**src/hdl/mcc_cfg.svh**
```systemverilog
`ifndef MCC_CFG_SVH
`define MCC_CFG_SVH
// ----------------------------------------
// clock and timing
// ----------------------------------------
`define MCC_CLK_MHZ 250
`define MCC_BIT_NS 4000
`define MCC_BIT_CYC ((`MCC_BIT_NS * `MCC_CLK_MHZ) / 1000)
`define MCC_RESTART_US 1000
`define MCC_RESTART_CYC (`MCC_RESTART_US * `MCC_CLK_MHZ)
`define MCC_IREF_US 100
`define MCC_IREF_CYC (`MCC_IREF_US * `MCC_CLK_MHZ)
// ----------------------------------------
// phase: one step is 22.5 degrees, 16 steps per cycle
// ----------------------------------------
`define MCC_ADDR_PHASE_STEPS 2
// ----------------------------------------
// strap, share rail and trim
// ----------------------------------------
`define MCC_STRAP_CODES 12
`define MCC_MAX_MEMBERS 8
`define MCC_DROOP_SHIFT 8
// ----------------------------------------
// event bus frame: start, 22 payload bits, guard
// ----------------------------------------
`define MCC_FRAME_BITS 23
`define MCC_MSG_SEQ_UP 3'h1
`define MCC_MSG_SEQ_DN 3'h2
`define MCC_MSG_FAULT 3'h3
`define MCC_MSG_LOST 3'h4
`define MCC_MSG_IREF 3'h5
// ----------------------------------------
// register offsets and reset values
// ----------------------------------------
`define MCC_REG_CTRL 4'h0
`define MCC_REG_PHASE 4'h1
`define MCC_REG_LINK 4'h2
`define MCC_REG_SHARE 4'h3
`define MCC_REG_VNOM 4'h4
`define MCC_REG_DROOP 4'h5
`define MCC_REG_STATUS 4'h6
`define MCC_REG_VTGT 4'h7
`define MCC_REG_IREF 4'h8
`define MCC_CTRL_RST 16'h0018
`define MCC_SHARE_RST 16'h0000
`define MCC_LINK_RST 16'h0000
`define MCC_VNOM_RST 16'h0000
`define MCC_DROOP_RST 16'h0000
`endif

```
**src/hdl/mcc_pkg.sv**
```systemverilog
package mcc_pkg;
	typedef enum logic [1:0] {SYNC_IN, SYNC_AUTO, SYNC_OUT, SYNC_RSVD} mcc_sync_t;
	typedef enum logic [1:0] {ROLE_NONE, ROLE_FIRST, ROLE_LAST, ROLE_MIDDLE} mcc_role_t;
	typedef enum {S_OFF, S_WAIT_ON, S_RUN, S_WAIT_OFF, S_STOP, S_FAULT} mcc_seq_state_t;
	typedef enum {B_IDLE, B_FRAME} mcc_bus_state_t;
	typedef struct packed {
		logic [9:0] rsvd;
		logic peer_restart;
		logic peer_shutdown;
		logic fault_shutdown;
		logic fault_bcast;
		logic phase_from_reg;
		logic cmd_seq;
	} mcc_ctrl_t;
	typedef struct packed {
		logic has_succ;
		logic [6:0] succ;
		logic has_pred;
		logic [6:0] pred;
	} mcc_link_t;
	typedef struct packed {
		logic [8:0] rsvd;
		logic [2:0] last_pos;
		logic [2:0] pos;
		logic en;
	} mcc_share_t;
	typedef struct packed {
		logic [2:0] kind;
		logic [6:0] src;
		logic [11:0] data;
	} mcc_frame_t;
endpackage

```
**src/hdl/mcc_coord.sv**
```systemverilog
// What this block does
// - address-derived phase is address times 45 degrees, wrapping per cycle.
// - software may write phase 0..337.5 degrees in 22.5 degree steps.
// - strap sets sync pin direction so the group shares one clock.
// - autonomous sequencing uses bus events; never offered on a share rail.
// - autonomous sequencing forces the address-derived phase.
// - turn-on runs lowest address first, then ascending.
// - turn-off runs highest address first, then descending.
// - strap code picks one of twelve sync and role combinations.
// - command sequencing takes predecessor and successor from registers.
// - shared enable rising starts turn-on, falling starts turn-off.
// - own fault with shutdown and broadcast enabled sends a fault event when not on a share rail.
// - peer fault shuts down if configured; restart rejoins sequence later.
// - lowest member position on the rail acts as reference.
// - reference broadcasts its current; members trim to balance.
// - member target is nominal plus droop times current difference, over 256.
// - after reset the device is standalone, no sharing.
// - survivors keep regulating; lowest surviving position becomes reference.
// - rail sends a fault event only when all its devices failed.
// - a rail holds at most eight members.
// - a share rail may join a command sequencing group.
`timescale 1ns/1ps
`default_nettype none
`include "mcc_cfg.svh"
module mcc_coord import mcc_pkg::*; #(
	parameter int MAX_MEMBERS = `MCC_MAX_MEMBERS,
	parameter int RESTART_CYC = `MCC_RESTART_CYC,
	parameter int IREF_CYC = `MCC_IREF_CYC
) (
	// clock, reset, enable
	input wire logic core_clk_i,
	input wire logic sys_rst_i,
	input wire logic ce_i,
	// register port
	input wire logic [3:0] reg_addr_i,
	input wire logic [15:0] reg_wdata_i,
	input wire logic reg_wr_i,
	input wire logic reg_rd_i,
	output logic [15:0] reg_rdata_o,
	// straps and converter status
	input wire logic [6:0] dev_addr_i,
	input wire logic [3:0] strap_code_i,
	input wire logic grp_en_i,
	input wire logic pgood_i,
	input wire logic fault_i,
	input wire logic [11:0] iout_i,
	// converter control
	output logic run_o,
	output logic [3:0] phase_o,
	output logic [1:0] sync_mode_o,
	output logic share_ref_o,
	output logic [15:0] member_voltage_target_o,
	// open-drain event bus
	input wire logic interdevice_event_bus_i,
	output logic interdevice_event_bus_o,
	output logic interdevice_event_bus_oe_n_o
);
	localparam logic [9:0] BIT_LAST = 10'(`MCC_BIT_CYC - 1);
	localparam logic [9:0] BIT_MID = 10'(`MCC_BIT_CYC / 2);

	// ----------------------------------------
	// elaboration checks
	// ----------------------------------------
	if (MAX_MEMBERS < 1 || MAX_MEMBERS > 8 || RESTART_CYC < 1 || IREF_CYC < 1) begin : g_bad_param
		$error("mcc_coord: unsupported parameter value");
	end

	// ----------------------------------------
	// functions
	// ----------------------------------------
	function automatic logic [3:0] addr_phase(input logic [6:0] a);
		logic [7:0] p;
		p = {1'b0, a} * 8'(`MCC_ADDR_PHASE_STEPS);
		return p[3:0];
	endfunction

	function automatic logic [3:0] lowest_alive(input logic [7:0] failed, input logic [2:0] last);
		logic [3:0] r;
		r = 4'h8;
		for (int i = 7; i >= 0; i--) begin
			if (i <= int'(last) && !failed[i]) begin
				r = 4'(i);
			end
		end
		return r;
	endfunction

	function automatic logic rail_dead(input logic [7:0] failed, input logic [2:0] last);
		return lowest_alive(failed, last) == 4'h8;
	endfunction

	function automatic logic [15:0] trim_target(input logic [15:0] vnom, input logic [15:0] droop,
		input logic [11:0] iref, input logic [11:0] iown);
		logic signed [12:0] di;
		logic signed [30:0] prod;
		logic signed [31:0] sum;
		di = $signed({1'b0, iref}) - $signed({1'b0, iown});
		prod = di * $signed({1'b0, droop});
		sum = $signed({16'h0000, vnom}) + 32'(prod >>> `MCC_DROOP_SHIFT);
		if (sum < 0) begin
			return 16'h0000;
		end else if (sum > 32'sh0000_ffff) begin
			return 16'hffff;
		end
		return sum[15:0];
	endfunction

	// ----------------------------------------
	// declarations
	// ----------------------------------------
	mcc_ctrl_t ctrl_q;
	mcc_link_t link_q;
	mcc_share_t share_q;
	logic [3:0] phase_reg_q;
	logic [15:0] vnom_q, droop_q, rdata_q;
	logic strap_done_q;
	mcc_role_t role_q;
	mcc_sync_t sync_q;
	logic [6:0] addr_q;
	mcc_seq_state_t seq_q;
	logic run_q, up_sent_q, ref_q;
	logic [3:0] phase_q;
	logic [15:0] vtgt_q;
	logic [11:0] iref_q;
	logic [7:0] failed_q;
	logic [17:0] restart_cnt_q, iref_cnt_q;
	logic [4:0] pend_q;
	mcc_bus_state_t bus_q;
	logic [9:0] bitcnt_q;
	logic [4:0] bidx_q;
	logic txing_q, drive_q;
	logic [2:0] txk_q;
	mcc_frame_t txfr_q;
	logic [21:0] rxsh_q;
	logic rx_vld_q;

	// ----------------------------------------
	// mode decode
	// ----------------------------------------
	logic share_on, auto_seq, has_pred, has_succ, own_alive, is_ref;
	logic [6:0] pred_addr, succ_addr;
	mcc_frame_t rxf;
	logic rx_peer, up_from_pred, dn_from_succ, peer_fault;
	logic own_fault, lost_evt, fault_evt, up_evt, dn_evt, iref_evt;
	logic [7:0] failed_own;
	logic [4:0] set_v, clr_v;
	logic [2:0] pick;
	logic tx_bit;

	assign share_on = share_q.en;
	assign auto_seq = !ctrl_q.cmd_seq && role_q != ROLE_NONE && !share_on;
	// command mode takes its neighbours from the link register, rail or not
	assign has_pred = ctrl_q.cmd_seq ? link_q.has_pred : auto_seq && role_q != ROLE_FIRST;
	assign has_succ = ctrl_q.cmd_seq ? link_q.has_succ : auto_seq && role_q != ROLE_LAST;
	// neighbours are address +/- 1 because the chain has no gaps
	assign pred_addr = ctrl_q.cmd_seq ? link_q.pred : addr_q - 7'h01;
	assign succ_addr = ctrl_q.cmd_seq ? link_q.succ : addr_q + 7'h01;
	assign own_alive = !failed_q[share_q.pos];
	assign is_ref = share_on && own_alive
		&& lowest_alive(failed_q, share_q.last_pos) == {1'b0, share_q.pos};

	// received frame decode; our own frames also appear on the wire
	assign rxf = mcc_frame_t'(rxsh_q);
	assign rx_peer = rx_vld_q && rxf.src != addr_q;
	assign up_from_pred = rx_peer && rxf.kind == `MCC_MSG_SEQ_UP && has_pred && rxf.src == pred_addr;
	assign dn_from_succ = rx_peer && rxf.kind == `MCC_MSG_SEQ_DN && has_succ && rxf.src == succ_addr;
	assign peer_fault = rx_peer && rxf.kind == `MCC_MSG_FAULT && ctrl_q.peer_shutdown;

	// ----------------------------------------
	// event sources for the transmitter
	// ----------------------------------------
	assign own_fault = ce_i && fault_i && ctrl_q.fault_shutdown && seq_q != S_FAULT;
	assign failed_own = failed_q | (8'h01 << share_q.pos);
	assign lost_evt = own_fault && share_on;
	// a rail only reports itself once nobody on it is left
	assign fault_evt = own_fault && ctrl_q.fault_bcast
		&& (!share_on || rail_dead(failed_own, share_q.last_pos));
	assign up_evt = ce_i && seq_q == S_RUN && pgood_i && !up_sent_q;
	assign dn_evt = ce_i && seq_q == S_STOP && !pgood_i;
	assign iref_evt = ce_i && ref_q && run_q && iref_cnt_q == 18'(IREF_CYC - 1);
	assign set_v = {iref_evt, dn_evt, up_evt, lost_evt, fault_evt};
	assign clr_v = (ce_i && bus_q == B_FRAME && bitcnt_q == BIT_LAST && bidx_q == 5'(`MCC_FRAME_BITS)
		&& txing_q) ? 5'(5'h01 << txk_q) : 5'h00;
	assign pick = pend_q[0] ? 3'd0 : pend_q[1] ? 3'd1 : pend_q[2] ? 3'd2 : pend_q[3] ? 3'd3 : 3'd4;

	// ----------------------------------------
	// registers written by software
	// ----------------------------------------
	always_ff @(posedge core_clk_i) begin
		if (sys_rst_i) begin
			ctrl_q <= mcc_ctrl_t'(`MCC_CTRL_RST);
			link_q <= mcc_link_t'(`MCC_LINK_RST);
			share_q <= mcc_share_t'(`MCC_SHARE_RST);
			phase_reg_q <= 4'h0;
			vnom_q <= `MCC_VNOM_RST;
			droop_q <= `MCC_DROOP_RST;
		end else if (ce_i && reg_wr_i) begin
			case (reg_addr_i)
				`MCC_REG_CTRL: ctrl_q <= mcc_ctrl_t'({10'h000, reg_wdata_i[5:0]});
				`MCC_REG_PHASE: phase_reg_q <= reg_wdata_i[3:0];
				`MCC_REG_LINK: link_q <= mcc_link_t'(reg_wdata_i);
				`MCC_REG_SHARE: share_q <= mcc_share_t'({9'h000, reg_wdata_i[6:0]});
				`MCC_REG_VNOM: vnom_q <= reg_wdata_i;
				`MCC_REG_DROOP: droop_q <= reg_wdata_i;
				default: ;
			endcase
		end
	end

	// read data stand for one cycle only
	always_ff @(posedge core_clk_i) begin
		if (sys_rst_i) begin
			rdata_q <= 16'h0000;
		end else if (ce_i) begin
			rdata_q <= 16'h0000;
			if (reg_rd_i) begin
				case (reg_addr_i)
					`MCC_REG_CTRL: rdata_q <= ctrl_q;
					`MCC_REG_PHASE: rdata_q <= {12'h000, phase_reg_q};
					`MCC_REG_LINK: rdata_q <= link_q;
					`MCC_REG_SHARE: rdata_q <= share_q;
					`MCC_REG_VNOM: rdata_q <= vnom_q;
					`MCC_REG_DROOP: rdata_q <= droop_q;
					`MCC_REG_STATUS: rdata_q <= {failed_q, 1'b0, role_q, ref_q, run_q, 3'(seq_q)};
					`MCC_REG_VTGT: rdata_q <= vtgt_q;
					`MCC_REG_IREF: rdata_q <= {4'h0, iref_q};
					default: rdata_q <= 16'h0000;
				endcase
			end
		end
	end

	// ----------------------------------------
	// strap capture, taken once after reset release
	// ----------------------------------------
	always_ff @(posedge core_clk_i) begin
		if (sys_rst_i) begin
			strap_done_q <= 1'b0;
			role_q <= ROLE_NONE;
			sync_q <= SYNC_IN;
			addr_q <= 7'h00;
		end else if (ce_i && !strap_done_q) begin
			strap_done_q <= 1'b1;
			addr_q <= dev_addr_i;
			// out-of-range codes fall back to input sync, no sequencing
			if (int'(strap_code_i) < `MCC_STRAP_CODES) begin
				role_q <= mcc_role_t'(2'(strap_code_i / 4'd3));
				sync_q <= mcc_sync_t'(2'(strap_code_i % 4'd3));
			end
		end
	end

	// ----------------------------------------
	// sequencing state machine
	// ----------------------------------------
	always_ff @(posedge core_clk_i) begin
		if (sys_rst_i) begin
			seq_q <= S_OFF;
			up_sent_q <= 1'b0;
			restart_cnt_q <= 18'h0_0000;
		end else if (ce_i && strap_done_q) begin
			if (own_fault || (peer_fault && seq_q != S_FAULT)) begin
				seq_q <= S_FAULT;
				restart_cnt_q <= 18'h0_0000;
			end else begin
				case (seq_q)
					S_OFF: begin
						up_sent_q <= 1'b0;
						if (grp_en_i) begin
							seq_q <= has_pred ? S_WAIT_ON : S_RUN;
						end
					end
					S_WAIT_ON: begin
						if (!grp_en_i) begin
							seq_q <= S_OFF;
						end else if (up_from_pred) begin
							seq_q <= S_RUN;
						end
					end
					S_RUN: begin
						if (up_evt) begin
							up_sent_q <= 1'b1;
						end
						if (!grp_en_i) begin
							seq_q <= has_succ ? S_WAIT_OFF : S_STOP;
						end
					end
					S_WAIT_OFF: begin
						if (grp_en_i) begin
							seq_q <= S_RUN;
						end else if (dn_from_succ) begin
							seq_q <= S_STOP;
						end
					end
					S_STOP: begin
						if (!pgood_i) begin
							seq_q <= S_OFF;
						end
					end
					S_FAULT: begin
						// restart goes through S_OFF so the device waits its turn again
						if (restart_cnt_q != 18'(RESTART_CYC - 1)) begin
							restart_cnt_q <= restart_cnt_q + 18'h0_0001;
						end
						if (!grp_en_i || (ctrl_q.peer_restart && restart_cnt_q == 18'(RESTART_CYC - 1))) begin
							seq_q <= S_OFF;
						end
					end
					default: seq_q <= S_OFF;
				endcase
			end
		end
	end

	// converter drive and phase follow the state one cycle later
	always_ff @(posedge core_clk_i) begin
		if (sys_rst_i) begin
			run_q <= 1'b0;
			phase_q <= 4'h0;
		end else if (ce_i) begin
			run_q <= seq_q == S_RUN || seq_q == S_WAIT_OFF;
			phase_q <= (auto_seq || !ctrl_q.phase_from_reg) ? addr_phase(addr_q) : phase_reg_q;
		end
	end

	// ----------------------------------------
	// current sharing
	// ----------------------------------------
	always_ff @(posedge core_clk_i) begin
		if (sys_rst_i) begin
			failed_q <= 8'h00;
		end else if (ce_i) begin
			// a new failure beats the clear when both land together
			failed_q <= (grp_en_i ? failed_q : 8'h00)
				| (lost_evt ? failed_own : 8'h00)
				| ((rx_vld_q && rxf.kind == `MCC_MSG_LOST) ? 8'(8'h01 << rxf.data[2:0]) : 8'h00);
		end
	end

	always_ff @(posedge core_clk_i) begin
		if (sys_rst_i) begin
			ref_q <= 1'b0;
			iref_q <= 12'h000;
			vtgt_q <= 16'h0000;
			iref_cnt_q <= 18'h0_0000;
		end else if (ce_i) begin
			ref_q <= is_ref;
			if (rx_peer && rxf.kind == `MCC_MSG_IREF) begin
				iref_q <= rxf.data;
			end
			iref_cnt_q <= (!ref_q || iref_evt) ? 18'h0_0000 : iref_cnt_q + 18'h0_0001;
			// the reference holds nominal; members chase its current
			vtgt_q <= (share_on && !ref_q) ? trim_target(vnom_q, droop_q, iref_q, iout_i) : vnom_q;
		end
	end

	// ----------------------------------------
	// transmit requests; a set in the clearing cycle survives
	// ----------------------------------------
	always_ff @(posedge core_clk_i) begin
		if (sys_rst_i) begin
			pend_q <= 5'h00;
		end else begin
			pend_q <= (pend_q & ~clr_v) | set_v;
		end
	end

	// ----------------------------------------
	// event bus engine: start bit, 22 bits msb first, guard bit
	// ----------------------------------------
	assign tx_bit = bidx_q < 5'd22 ? txfr_q[5'd21 - bidx_q] : 1'b1;

	always_ff @(posedge core_clk_i) begin
		if (sys_rst_i) begin
			bus_q <= B_IDLE;
			bitcnt_q <= 10'h000;
			bidx_q <= 5'h00;
			txing_q <= 1'b0;
			drive_q <= 1'b0;
			txk_q <= 3'h0;
			txfr_q <= '0;
			rxsh_q <= 22'h00_0000;
			rx_vld_q <= 1'b0;
		end else if (ce_i) begin
			rx_vld_q <= 1'b0;
			case (bus_q)
				B_IDLE: begin
					bitcnt_q <= 10'h000;
					bidx_q <= 5'h00;
					if (!interdevice_event_bus_i) begin
						bus_q <= B_FRAME;
						bitcnt_q <= 10'h001;
					end else if (pend_q != 5'h00 && strap_done_q) begin
						bus_q <= B_FRAME;
						txing_q <= 1'b1;
						drive_q <= 1'b1;
						txk_q <= pick;
						txfr_q.src <= addr_q;
						case (pick)
							3'd0: txfr_q.kind <= `MCC_MSG_FAULT;
							3'd1: txfr_q.kind <= `MCC_MSG_LOST;
							3'd2: txfr_q.kind <= `MCC_MSG_SEQ_UP;
							3'd3: txfr_q.kind <= `MCC_MSG_SEQ_DN;
							default: txfr_q.kind <= `MCC_MSG_IREF;
						endcase
						txfr_q.data <= pick == 3'd1 ? {9'h000, share_q.pos} : pick == 3'd4 ? iout_i : 12'h000;
					end
				end
				B_FRAME: begin
					bitcnt_q <= bitcnt_q + 10'h001;
					if (bitcnt_q == BIT_MID && bidx_q != 5'h00 && bidx_q < 5'(`MCC_FRAME_BITS)) begin
						rxsh_q <= {rxsh_q[20:0], interdevice_event_bus_i};
						// released a one but the wire is low: someone else wins
						if (txing_q && !drive_q && !interdevice_event_bus_i) begin
							txing_q <= 1'b0;
						end
					end
					if (bitcnt_q == BIT_LAST) begin
						bitcnt_q <= 10'h000;
						bidx_q <= bidx_q + 5'h01;
						drive_q <= txing_q && bidx_q < 5'd22 && !tx_bit;
						if (bidx_q == 5'(`MCC_FRAME_BITS)) begin
							bus_q <= B_IDLE;
							rx_vld_q <= 1'b1;
							txing_q <= 1'b0;
							drive_q <= 1'b0;
						end
					end
					if (bitcnt_q == BIT_MID && bidx_q == 5'h00) begin
						drive_q <= drive_q;
					end
				end
				default: bus_q <= B_IDLE;
			endcase
		end
	end

	// ----------------------------------------
	// outputs from flops, except the bus data output, which is tied low
	// ----------------------------------------
	assign reg_rdata_o = rdata_q;
	assign run_o = run_q;
	assign phase_o = phase_q;
	assign sync_mode_o = sync_q;
	assign share_ref_o = ref_q;
	assign member_voltage_target_o = vtgt_q;
	assign interdevice_event_bus_o = 1'b0;
	assign interdevice_event_bus_oe_n_o = !drive_q;
endmodule
`default_nettype wire

```
**config.mk**
```make
export PLATFORM = sky130hd
export DESIGN_NAME = mcc_coord
export DESIGN_NICKNAME = d
export VERILOG_FILES = /design/src/hdl/mcc_pkg.sv /design/src/hdl/mcc_coord.sv
export VERILOG_INCLUDE_DIRS = /design/src /design/src/hdl
export SDC_FILE = /design/constraint.sdc
export NUM_CORES = 1
export LEC_CHECK = 0
export ABC_CLOCK_PERIOD_IN_PS = 10700
export BUFFER_PORTS_ARGS = -buffer_cell sky130_fd_sc_hd__buf_2
export CAP_MARGIN = 0
export CELL_PAD_IN_SITES_DETAIL_PLACEMENT = 0
export CELL_PAD_IN_SITES_GLOBAL_PLACEMENT = 1
export CORE_MARGIN = 2
export CORE_UTILIZATION = 43
export CTS_BUF_LIST = sky130_fd_sc_hd__clkbuf_16
export DETAILED_ROUTE_END_ITERATION = 10
export PLACE_DENSITY_LB_ADDON = 0.1
export SYNTH_ARGS = -nofsm -noshare
export SYNTH_HDL_FRONTEND = slang
export SYNTH_SLANG_ARGS = --single-unit
```
**constraint.sdc**
```tcl
create_clock -name core_clk_i -period 10.7 [get_ports core_clk_i]
set_clock_uncertainty 0.15 [all_clocks]
set_input_delay 0.535 -clock core_clk_i [delete_from_list [all_inputs] [get_ports core_clk_i]]
set_output_delay 0.535 -clock core_clk_i [all_outputs]
set_load 0.01 [all_outputs]
```
Yosys cells after proc, flatten, opt, wreduce, memory -nomap -nowiden --
Cells that the tools add are included.
Word-level totals: bits in registers 306, RAM bits 0, memories kept 0, bits in read-only memories 0, latch bits 0
Operators by class: $add $sub $neg 9, div/mod/pow operators 2, reduce and logical (&&, ||, !) cells 125, multiplexer cells 89, magnitude comparators 14, eq/ne operators 54, shifts and indexed selects 3, multipliers 1, bitwise logic cells 7
Operators with widths (number):
- $mux 32 | 13
- $pmux 32 s6 | 1
- $pmux 16 s9 | 1
- $eq 32x3->1 const B | 4
- $eq 32x2->1 const B | 3
- $mux 16 | 5
- $mux 18 | 4
- $mux 4 | 17
- $eq 32x1->1 const B | 2
- $logic_not 32->1 | 2
- $pmux 32 s2 | 1
- $logic_and 1x1->1 | 63
- $add 18x1->18 const B | 2
- $eq 32x4->1 const B | 1
- $ne 32x4->1 const B | 1
- $mul 13x17->30 | 1
- $logic_not 1->1 | 26
- $mux 12 | 2
- $mux 8 | 3
- $or 8x8->8 | 3
- $add 17x22->23 | 1
- $gt 23x17->1 const B | 1
- $lt 23x1->1 const B | 1
- $mux 1 | 23
- 63 further kinds | 123

Depth between registers and ports, before layout --
Gate-level depths: netlist of the first run.
word-level depth 16, mapped depth 45

Worst setup path after synthesis of the first run --
No wires, ideal clock.
path type input to register, from input port iout_i[0], to register vtgt_q[15], in the netlist member_voltage_target_o[15], stages 41, data required time 10.477 ns, data arrival time 9.727 ns, path slack 0.750 ns, path buffers 2, setup time 0.073 ns, cells stage by stage ha_1 > fa_1 > nor2b_1 > o21ai_0 > a21boi_0 > o21ai_0 > a21boi_0 > o21ai_0 > a21boi_0 > o211ai_1 > nand3_1 > clkbuf_1 > nand2_1 > fa_1 > fa_1 > inv_1 > fa_1 > fa_1 > [... 5 more ...] > nand3_1 > or2_2 > o31a_1 > nor3_1 > nor2_1 > xnor2_1 > ha_1 > nand4_1 > nor2_1 > a2111oi_0 > nand2_1 > a31oi_1 > or3_1 > or3_4 > o31a_1 > o21a_4 > buf_6 > o22ai_2
Between the ends: word-level cells in the longest chain between the ends 10
RTL lines:
- from (decl) | RTL line mcc_coord.sv:46 | input wire logic [11:0] iout_i,
- $sub 12x12->13 (*) | RTL line mcc_coord.sv:97 | di = $signed({1'b0, iref}) - $signed({1'b0, iown});
- $mul 13x17->30 (*) | RTL line mcc_coord.sv:98 | prod = di * $signed({1'b0, droop});
- $add 17x22->23 (*) | RTL line mcc_coord.sv:99 | sum = $signed({16'h0000, vnom}) + 32'(prod >>> `MCC_DROOP_SHIFT);
- $gt 23x17->1 | RTL line mcc_coord.sv:102 | end else if (sum > 32'sh0000_ffff) begin
- $mux 1 | RTL line mcc_coord.sv:102
- $mux 1 | RTL line mcc_coord.sv:100 | if (sum < 0) begin
- $mux 1 | RTL line mcc_coord.sv:346 | end else if (ce_i) begin
- $mux 1 | RTL line mcc_coord.sv:341 | if (sys_rst_i) begin
- $mux 16 (*) | RTL line mcc_coord.sv:105 | return sum[15:0];
- $mux 16 (*) | RTL line mcc_coord.sv:353 | vtgt_q <= (share_on && !ref_q) ? trim_target(vnom_q, droop_q, iref_q, iout_i) : vnom_q;
- to (signal assigned) | RTL line mcc_coord.sv:353
- to (decl) | RTL line mcc_coord.sv:123 | logic [15:0] vtgt_q;
Mark *: on every way between the ends. The rest lies on a longest branch, timed or not. The select of a mux whose other input is x is not followed. A chain may end at the register's enable or synchronous reset.

Worst setup path after layout of the first run --
from register iref_q[0], to register vtgt_q[1], in the netlist member_voltage_target_o[1]
Between the ends: word-level cells in the longest chain between the ends 10
RTL lines:
- from (decl) | RTL line mcc_coord.sv:124 | logic [11:0] iref_q;
- from (signal assigned) | RTL line mcc_coord.sv:349 | iref_q <= rxf.data;
- $sub 12x12->13 (*) | RTL line mcc_coord.sv:97
- $mul 13x17->30 (*) | RTL line mcc_coord.sv:98
- $add 17x22->23 (*) | RTL line mcc_coord.sv:99
- $gt 23x17->1 | RTL line mcc_coord.sv:102
- $mux 1 | RTL line mcc_coord.sv:102
- $mux 1 | RTL line mcc_coord.sv:100
- $mux 1 | RTL line mcc_coord.sv:346
- $mux 1 | RTL line mcc_coord.sv:341
- $mux 16 (*) | RTL line mcc_coord.sv:105
- $mux 16 (*) | RTL line mcc_coord.sv:353
Marked as above.

==> metrics.md, run 1 <==
| Metric | Value |
|---|---|
| Status | finished clean |
| Worst min-delay path startpoint | dev_addr_i[1] |
| Number of global-route vias before repair | 17800 |
| Met2 track demand over resource | 46.6% |
| Synthesized netlist cell count | 2509 |
| Data required time of the critical path | 11.03 ns |
| Share of flip-flops with an asynchronous set or reset after synthesis | 0% |
| Number of DRC violations after detailed-routing iteration 0 | 1120 |
| Worst-Margin Slew | 1.24 ns |
| Remaining antenna violation count | 0 |
| Sink of the worst hold path | addr_q[1]$_SDFFE_PP0P_ |
| Total Die Area | 48900 sq um |
| CP Class | flip-flop to flip-flop |
| EDFF count, synth | 0 |
| Synth Register Bits | 246 |
| Clock tree sinks | 246 |
| Warnings, synthesis | 0 |
| Most common library cell in the layout ignoring fill and taps | sky130_fd_sc_hd__nand2_1 |
| Fmax | 99.8 MHz |
| Number of slew-limit violations in the final report | 0 |
| Antenna violations before repair | 1 |
| Effective utilization at floorplan | 43.6% |
| Pin count of the biggest net entering global routing | 109 |
| Clk slew on worst S/H paths | 0.06 ns |
| Clock latency reported for the late side of the worst-skew pair | 0.56 ns |
| Proportion of synthesized chip area in sequential cells | 24.3% |
| Sum of net half-perimeters after detailed placement | 49800 um |
| Vias per inst | 5.58 |
| Antenna diode count | 0 |
| DR vias | 17700 |
| Layout-stage area growth over the synthesis result | 9.84% |
| Layout net count | 2889 |
| Slew headroom | 17.2% |
| Worst reg2reg endpoint | member_voltage_target_o[1]$_SDFFE_PP0P_ |
| GPL Wtd Cong | 0.913 |
| Critical path peak fanout | 16 |
| Most used flip-flop cell after synthesis | sky130_fd_sc_hd__dfxtp_1 |
| Post-synth cell types | 85 |
| FF-to-FF path depth | 40 |
| Max Buffers Root-to-Sink | 3 |
| H-tree lvl count | 1 |
| Overall die width | 221 um |
| Type of the tightest min-delay check | input pin to flip-flop |
| Wire length of the first global-routing pass | 101000 um |
| Die Y | 221 um |
| Crit path top cell by count | sky130_fd_sc_hd__fa_1 |
| Final routed DRC violation total | 0 |
| Critical path capture point type | flip-flop |
| Fraction of final layout cells sized beyond drive strength 1 | 9.33% |
| Library cell used as clock root buffer | sky130_fd_sc_hd__clkbuf_16 |
| Overall routing resource usage | 26.1% |
| Power density cells | 108 nW/um^2 |
| WL per Instance | 20.4 um |
| I/O pin cnt | 94 |
| Internal reg-to-reg setup slack | 0.68 ns |
| Number of buffers created by CTS | 29 |
| Overflow after GRT | 0 |
| CP max stage cell | sky130_fd_sc_hd__fa_1 |
| MaxCap Viol Count | 0 |
| Most used cells in the layout excluding fill and tap cells | 411 x sky130_fd_sc_hd__nand2_1, 246 x sky130_fd_sc_hd__dfxtp_1, 239 x sky130_fd_sc_hd__nor2_1 |
| Static leakage | 9.20 nW |
| Instance area after placement | 21300 sq um |
| Area of all placed cells without fillers | 22300 sq um |
| Unrepaired setup endpoints after global routing | no |
| Final min period | 10.02 ns |
| Worst Setup SP | iref_q[0]$_SDFFE_PP0P_ |
| Worst flop-to-flop path startpoint | iref_q[0]$_SDFFE_PP0P_ |
| Met1 Use GR | 32.8% |
| Post-Synthesis Mean Instance Area | 8.08 sq um |
| Critical Path AT | 10.35 ns |
| Number of placement rows | 79 |
| Worst VDD drop | 0.104 mV |
| Global routing met3 resource utilization | 3.11% |
| Number of hold violations in the final report | 0 |
| Area of the core region | 46600 sq um |
| Slowest stage delay, CP | 0.54 ns |
| Worst hold path cell count | 3 |
| Type of origin of the critical path | flip-flop |
| Setup Total Neg Slack | 0 ns |
| Filler Cell Count | 4687 |
| Total wirelength of the detailed-routed design | 64700 um |
| Most used routing layer in global routing | met2 |
| Power, Total | 0.00241 W |
| Final-report setup violation count | 0 |
| DR pass1 iterations | 7 |
| Hold slack | 0.0465 ns |
| TritonCTS clock tree | yes |
| Share of the clock period used by the worst path | 93.6% |
| Post-Synthesis Cell Area | 20300 sq um |
| Post-Synthesis Net Count | 2858 |
| Count of buffers from port buffering | 92 |
[stage by stage]
stage	instances	worst slack (ns)	utilization, %
floorplan	2509	0.750	-
finish	3169	0.681	47.8
detailed placement	3114	0.100	45.8
global route	3169	0.0423	47.8
global placement	3114	0.285	45.8
CTS	3167	0.268	47.8
[state kept, by name (all words and copies together) (netlist names), 16 cells and up]
register and flops:
rxf 22, restart_cnt_q 18, link_q 16, reg_rdata_o 16
member_voltage_target_o 16, droop_q 16, vnom_q 16, txfr_q 22
iref_cnt_q 18
[cell usage after synthesis (all sizes together) (3+ instances only)]
cell,number,area share [%]
nand2,411,7.6
dfxtp,246,24
nor2,240,4.4
inv,204,3.8
a21oi,197,4.9
fa,155,15
ha,142,8.8
clkbuf,122,2.3
o21ai,96,2.4
xor2,66,2.9
mux2i,62,3.1
and2,57,1.8
nand3,46,1.1
xnor2,46,2.0
nand2b,38,1.2
nor3,38,0.96
nor2b,31,0.96
o211ai,25,1.1
nand4,20,0.62
a31oi,18,0.56
nor4,18,0.62
and3,17,0.52
a22oi,16,0.62
a211oi,15,0.56
buf,15,0.38
a222oi,14,0.69
or2,14,0.43
a221oi,13,0.56
o22ai,11,0.37
or3,11,0.36
a21o,10,0.37
mux4,8,0.89
a21boi,7,0.26
o31ai,7,0.33
a2111oi,6,0.27
nand3b,5,0.19
nor3b,5,0.19
o31a,5,0.22
and4,4,0.17
o21a,4,0.19
or4,4,0.15
a211o,3,0.13
and3b,3,0.13
o32ai,3,0.13
[how the worst max path moves through the flow]
stage                                                    end  slack (ns)  cells past startpoint
global placement     member_voltage_target_o[1]$_SDFFE_PP0P_        0.28                     40
floorplan           member_voltage_target_o[15]$_SDFFE_PP0P_        0.75                     41
CTS                  member_voltage_target_o[1]$_SDFFE_PP0P_        0.27                     40
global route         member_voltage_target_o[1]$_SDFFE_PP0P_        0.04                     40
detailed placement   member_voltage_target_o[0]$_SDFFE_PP0P_        0.10                     40
finish               member_voltage_target_o[1]$_SDFFE_PP0P_        0.68                     40
[layer usage]
metal  vias to the layer above  share of wire (%)
li1                       8484                  -
met1                      8642                 42
met2                       457                 50
met3                       112                4.8
met4                         0                3.2
met5                         -                  0
[timing repair]
action,CTS,global route
setup endpoints to repair,0,16
setup buffers,0,2
hold buffers,0,0
gates resized for setup,0,10
[cell families (layout without fill, tap and decap cells)]
group | count (synthesis) | count (layout) | synth area share, %
muxes | 70 | 70 | 3.95
xor gates and xnor gates | 112 | 112 | 4.84
buffers and inverters | 341 | 394 | 6.41
and+or+nand+nor | 970 | 970 | 21.8
other | 1 | 1 | 0.0185
AOI/OAI and AO/OA | 471 | 471 | 14.6
DFF | 246 | 246 | 24.3
adders and majority gates | 298 | 298 | 24.1
[worst max-delay path, delay by kind of cell (launching register included)]
family                   cells  cell delay, ns
XOR/XNOR                     1            0.15
adder cells (fa/ha/maj)     10            4.36
flip-flops                   1            0.41
AO/OA/AOI/OAI               14            2.57
AND/OR/NAND/NOR             11            2.05
buffers and inverters        4            0.22
[where the power goes]
| part | total, W | internal [W] | switching [W] |
|---|---|---|---|
| Sequential | 0.000942 | 0.000924 | 0.0000177 |
| Combinational | 0.000514 | 0.000197 | 0.000316 |
| Clock | 0.000950 | 0.000541 | 0.000408 |
[cell type report]
class | count | area (sq um) | area share [%]
clock inverter | 24 | 180 | 0.809
sequential | 246 | 4920 | 22.1
inverter | 204 | 766 | 3.44
clock buffer | 29 | 726 | 3.26
timing repair buffer | 137 | 808 | 3.63
tap | 607 | 759 | 3.41
multi-input combinational | 1922 | 14100 | 63.3
Power figures use the tool's default switching activity.
==> inputs of run 2 (changes only) <==
Settings changed: CORE_ASPECT_RATIO from default to 1.5.
==> metrics.md, run 2 (synthesis gave the netlist of run 1 again) <==
| Metric | Value |
|---|---|
| Critical path peak fanout | 16 |
| Die Y | 270 um |
| WL per Instance | 21.2 um |
| CP max stage cell | sky130_fd_sc_hd__fa_1 |
| I/O pin cnt | 94 |
| Status | finished clean |
| CP Class | flip-flop to flip-flop |
| Number of global-route vias before repair | 18100 |
| Clk slew on worst S/H paths | 0.06 ns |
| Type of the tightest min-delay check | input pin to flip-flop |
| Library cell used as clock root buffer | sky130_fd_sc_hd__clkbuf_16 |
| Slowest stage delay, CP | 0.55 ns |
| MaxCap Viol Count | 0 |
| Antenna diode count | 0 |
| Count of buffers from port buffering | 92 |
| DR pass1 iterations | 7 |
| Final-report setup violation count | 0 |
| Post-route insts no fill | 3143 |
| Number of slew-limit violations in the final report | 0 |
| Total Die Area | 49000 sq um |
| Final routed DRC violation total | 0 |
| Worst VDD drop | 0.104 mV |
| Number of hold violations in the final report | 0 |
| Fraction of final layout cells sized beyond drive strength 1 | 8.75% |
| Slew headroom | 13.4% |
| Total wirelength of the detailed-routed design | 66800 um |
| Data required time of the critical path | 11.02 ns |
| Antenna violations before repair | 0 |
| Critical path capture point type | flip-flop |
| Share of the clock period used by the worst path | 94.1% |
| Wire length of the first global-routing pass | 104000 um |
| Layout-stage area growth over the synthesis result | 9.00% |
| Power, Total | 0.00232 W |
| TritonCTS clock tree | yes |
| Pin count of the biggest net entering global routing | 69 |
| Clock latency reported for the late side of the worst-skew pair | 0.55 ns |
| Effective utilization at floorplan | 43.5% |
| Crit path top cell by count | sky130_fd_sc_hd__fa_1 |
| Power density cells | 105 nW/um^2 |
| H-tree lvl count | 1 |
| Most common library cell in the layout ignoring fill and taps | sky130_fd_sc_hd__nand2_1 |
| Area of the core region | 46600 sq um |
| Number of buffers created by CTS | 27 |
| Overall die width | 181 um |
| Number of DRC violations after detailed-routing iteration 0 | 995 |
| Static leakage | 9.15 nW |
| GPL Wtd Cong | 0.917 |
| Layout net count | 2883 |
| Max Buffers Root-to-Sink | 3 |
| Final min period | 10.07 ns |
| Critical Path AT | 10.40 ns |
| Vias per inst | 5.63 |
| Number of placement rows | 97 |
| Overall routing resource usage | 27.2% |
| Sum of net half-perimeters after detailed placement | 52800 um |
| Most used cells in the layout excluding fill and tap cells | 411 x sky130_fd_sc_hd__nand2_1, 246 x sky130_fd_sc_hd__dfxtp_1, 240 x sky130_fd_sc_hd__nor2_1 |
| Placed cells | 3098 |
| Remaining antenna violation count | 0 |
| DR vias | 17700 |
| Unrepaired setup endpoints after global routing | no |
| Cts-stage hold buffer count | 0 |
| Worst-Margin Slew | 1.30 ns |
| Fmax | 99.3 MHz |
| Type of origin of the critical path | flip-flop |
| Overflow after GRT | 0 |
| Clock tree sinks | 246 |
## run 2: what timing repair did
action,4_1_cts,5_1_grt
buffers inserted,0,1
gates resized for setup,0,10
setup endpoints to repair,0,16
endpoints found under the hold margin,0,0
## run 2: worst paths after layout
kind | depth (start not counted) | from | slack (ns) | endpoint
hold reg to reg | 2 | txfr_q[4]$_SDFFE_PP0P_ | 0.30 | txfr_q[4]$_SDFFE_PP0P_
setup reg to reg | 38 | iref_q[2]$_SDFFE_PP0P_ | 0.63 | member_voltage_target_o[2]$_SDFFE_PP0P_
setup / recovery | 38 | iref_q[2]$_SDFFE_PP0P_ | 0.63 | member_voltage_target_o[2]$_SDFFE_PP0P_
hold / removal | 3 | dev_addr_i[2] | 0.06 | addr_q[2]$_SDFFE_PP0P_
## run 2: final cells by class
type / count / area, sq um
fillers: 4742 / 24500
flip-flops and latches: 246 / 4920
clock buffers: 27 / 676
inverters: 204 / 766
clock inverters: 17 / 80.1
repair buffers: 133 / 791
multi-input cells: 1922 / 14100
well taps: 594 / 743
## run 2: routing by layer
metal	global-route usage (%)	up-vias	routed length, um
li1	-	8463	-
met2	52.0	417	36100
met4	14.1	0	3770
met5	0	-	0
met3	2.51	151	2470
met1	29.4	8649	24500
## run 2: metrics by stage
step                instance area [sq um]  hold slack [ns]  TNS, ns  utilization [%]  setup WS [ns]
finish                              22100           0.0638        0             47.4          0.626
global placement                    21300            0.287  -0.0665             45.7       -0.00916
detailed placement                  21300            0.297    -1.46             45.7         -0.113
CTS                                 22000           0.0429        0             47.3         0.0479
floorplan                           20300            0.279        0                -          0.750
global route                        22100           0.0809        0             47.4        0.00136
## run 2: critical path: cells and delay by family, from the launching register on
kind            cells  cell delay (ns)
compound gates     12             2.29
buf+inv             3             0.14
flops               1             0.47
xor+xnor            1             0.16
simple gates       13             2.67
fa+ha+maj           9             4.13
## run 2: power by group
group          internal (W)  switching, W  leakage, nW
clock network      0.000453      0.000382        0.393
logic              0.000200      0.000345         6.77
registers          0.000924     0.0000170         1.99
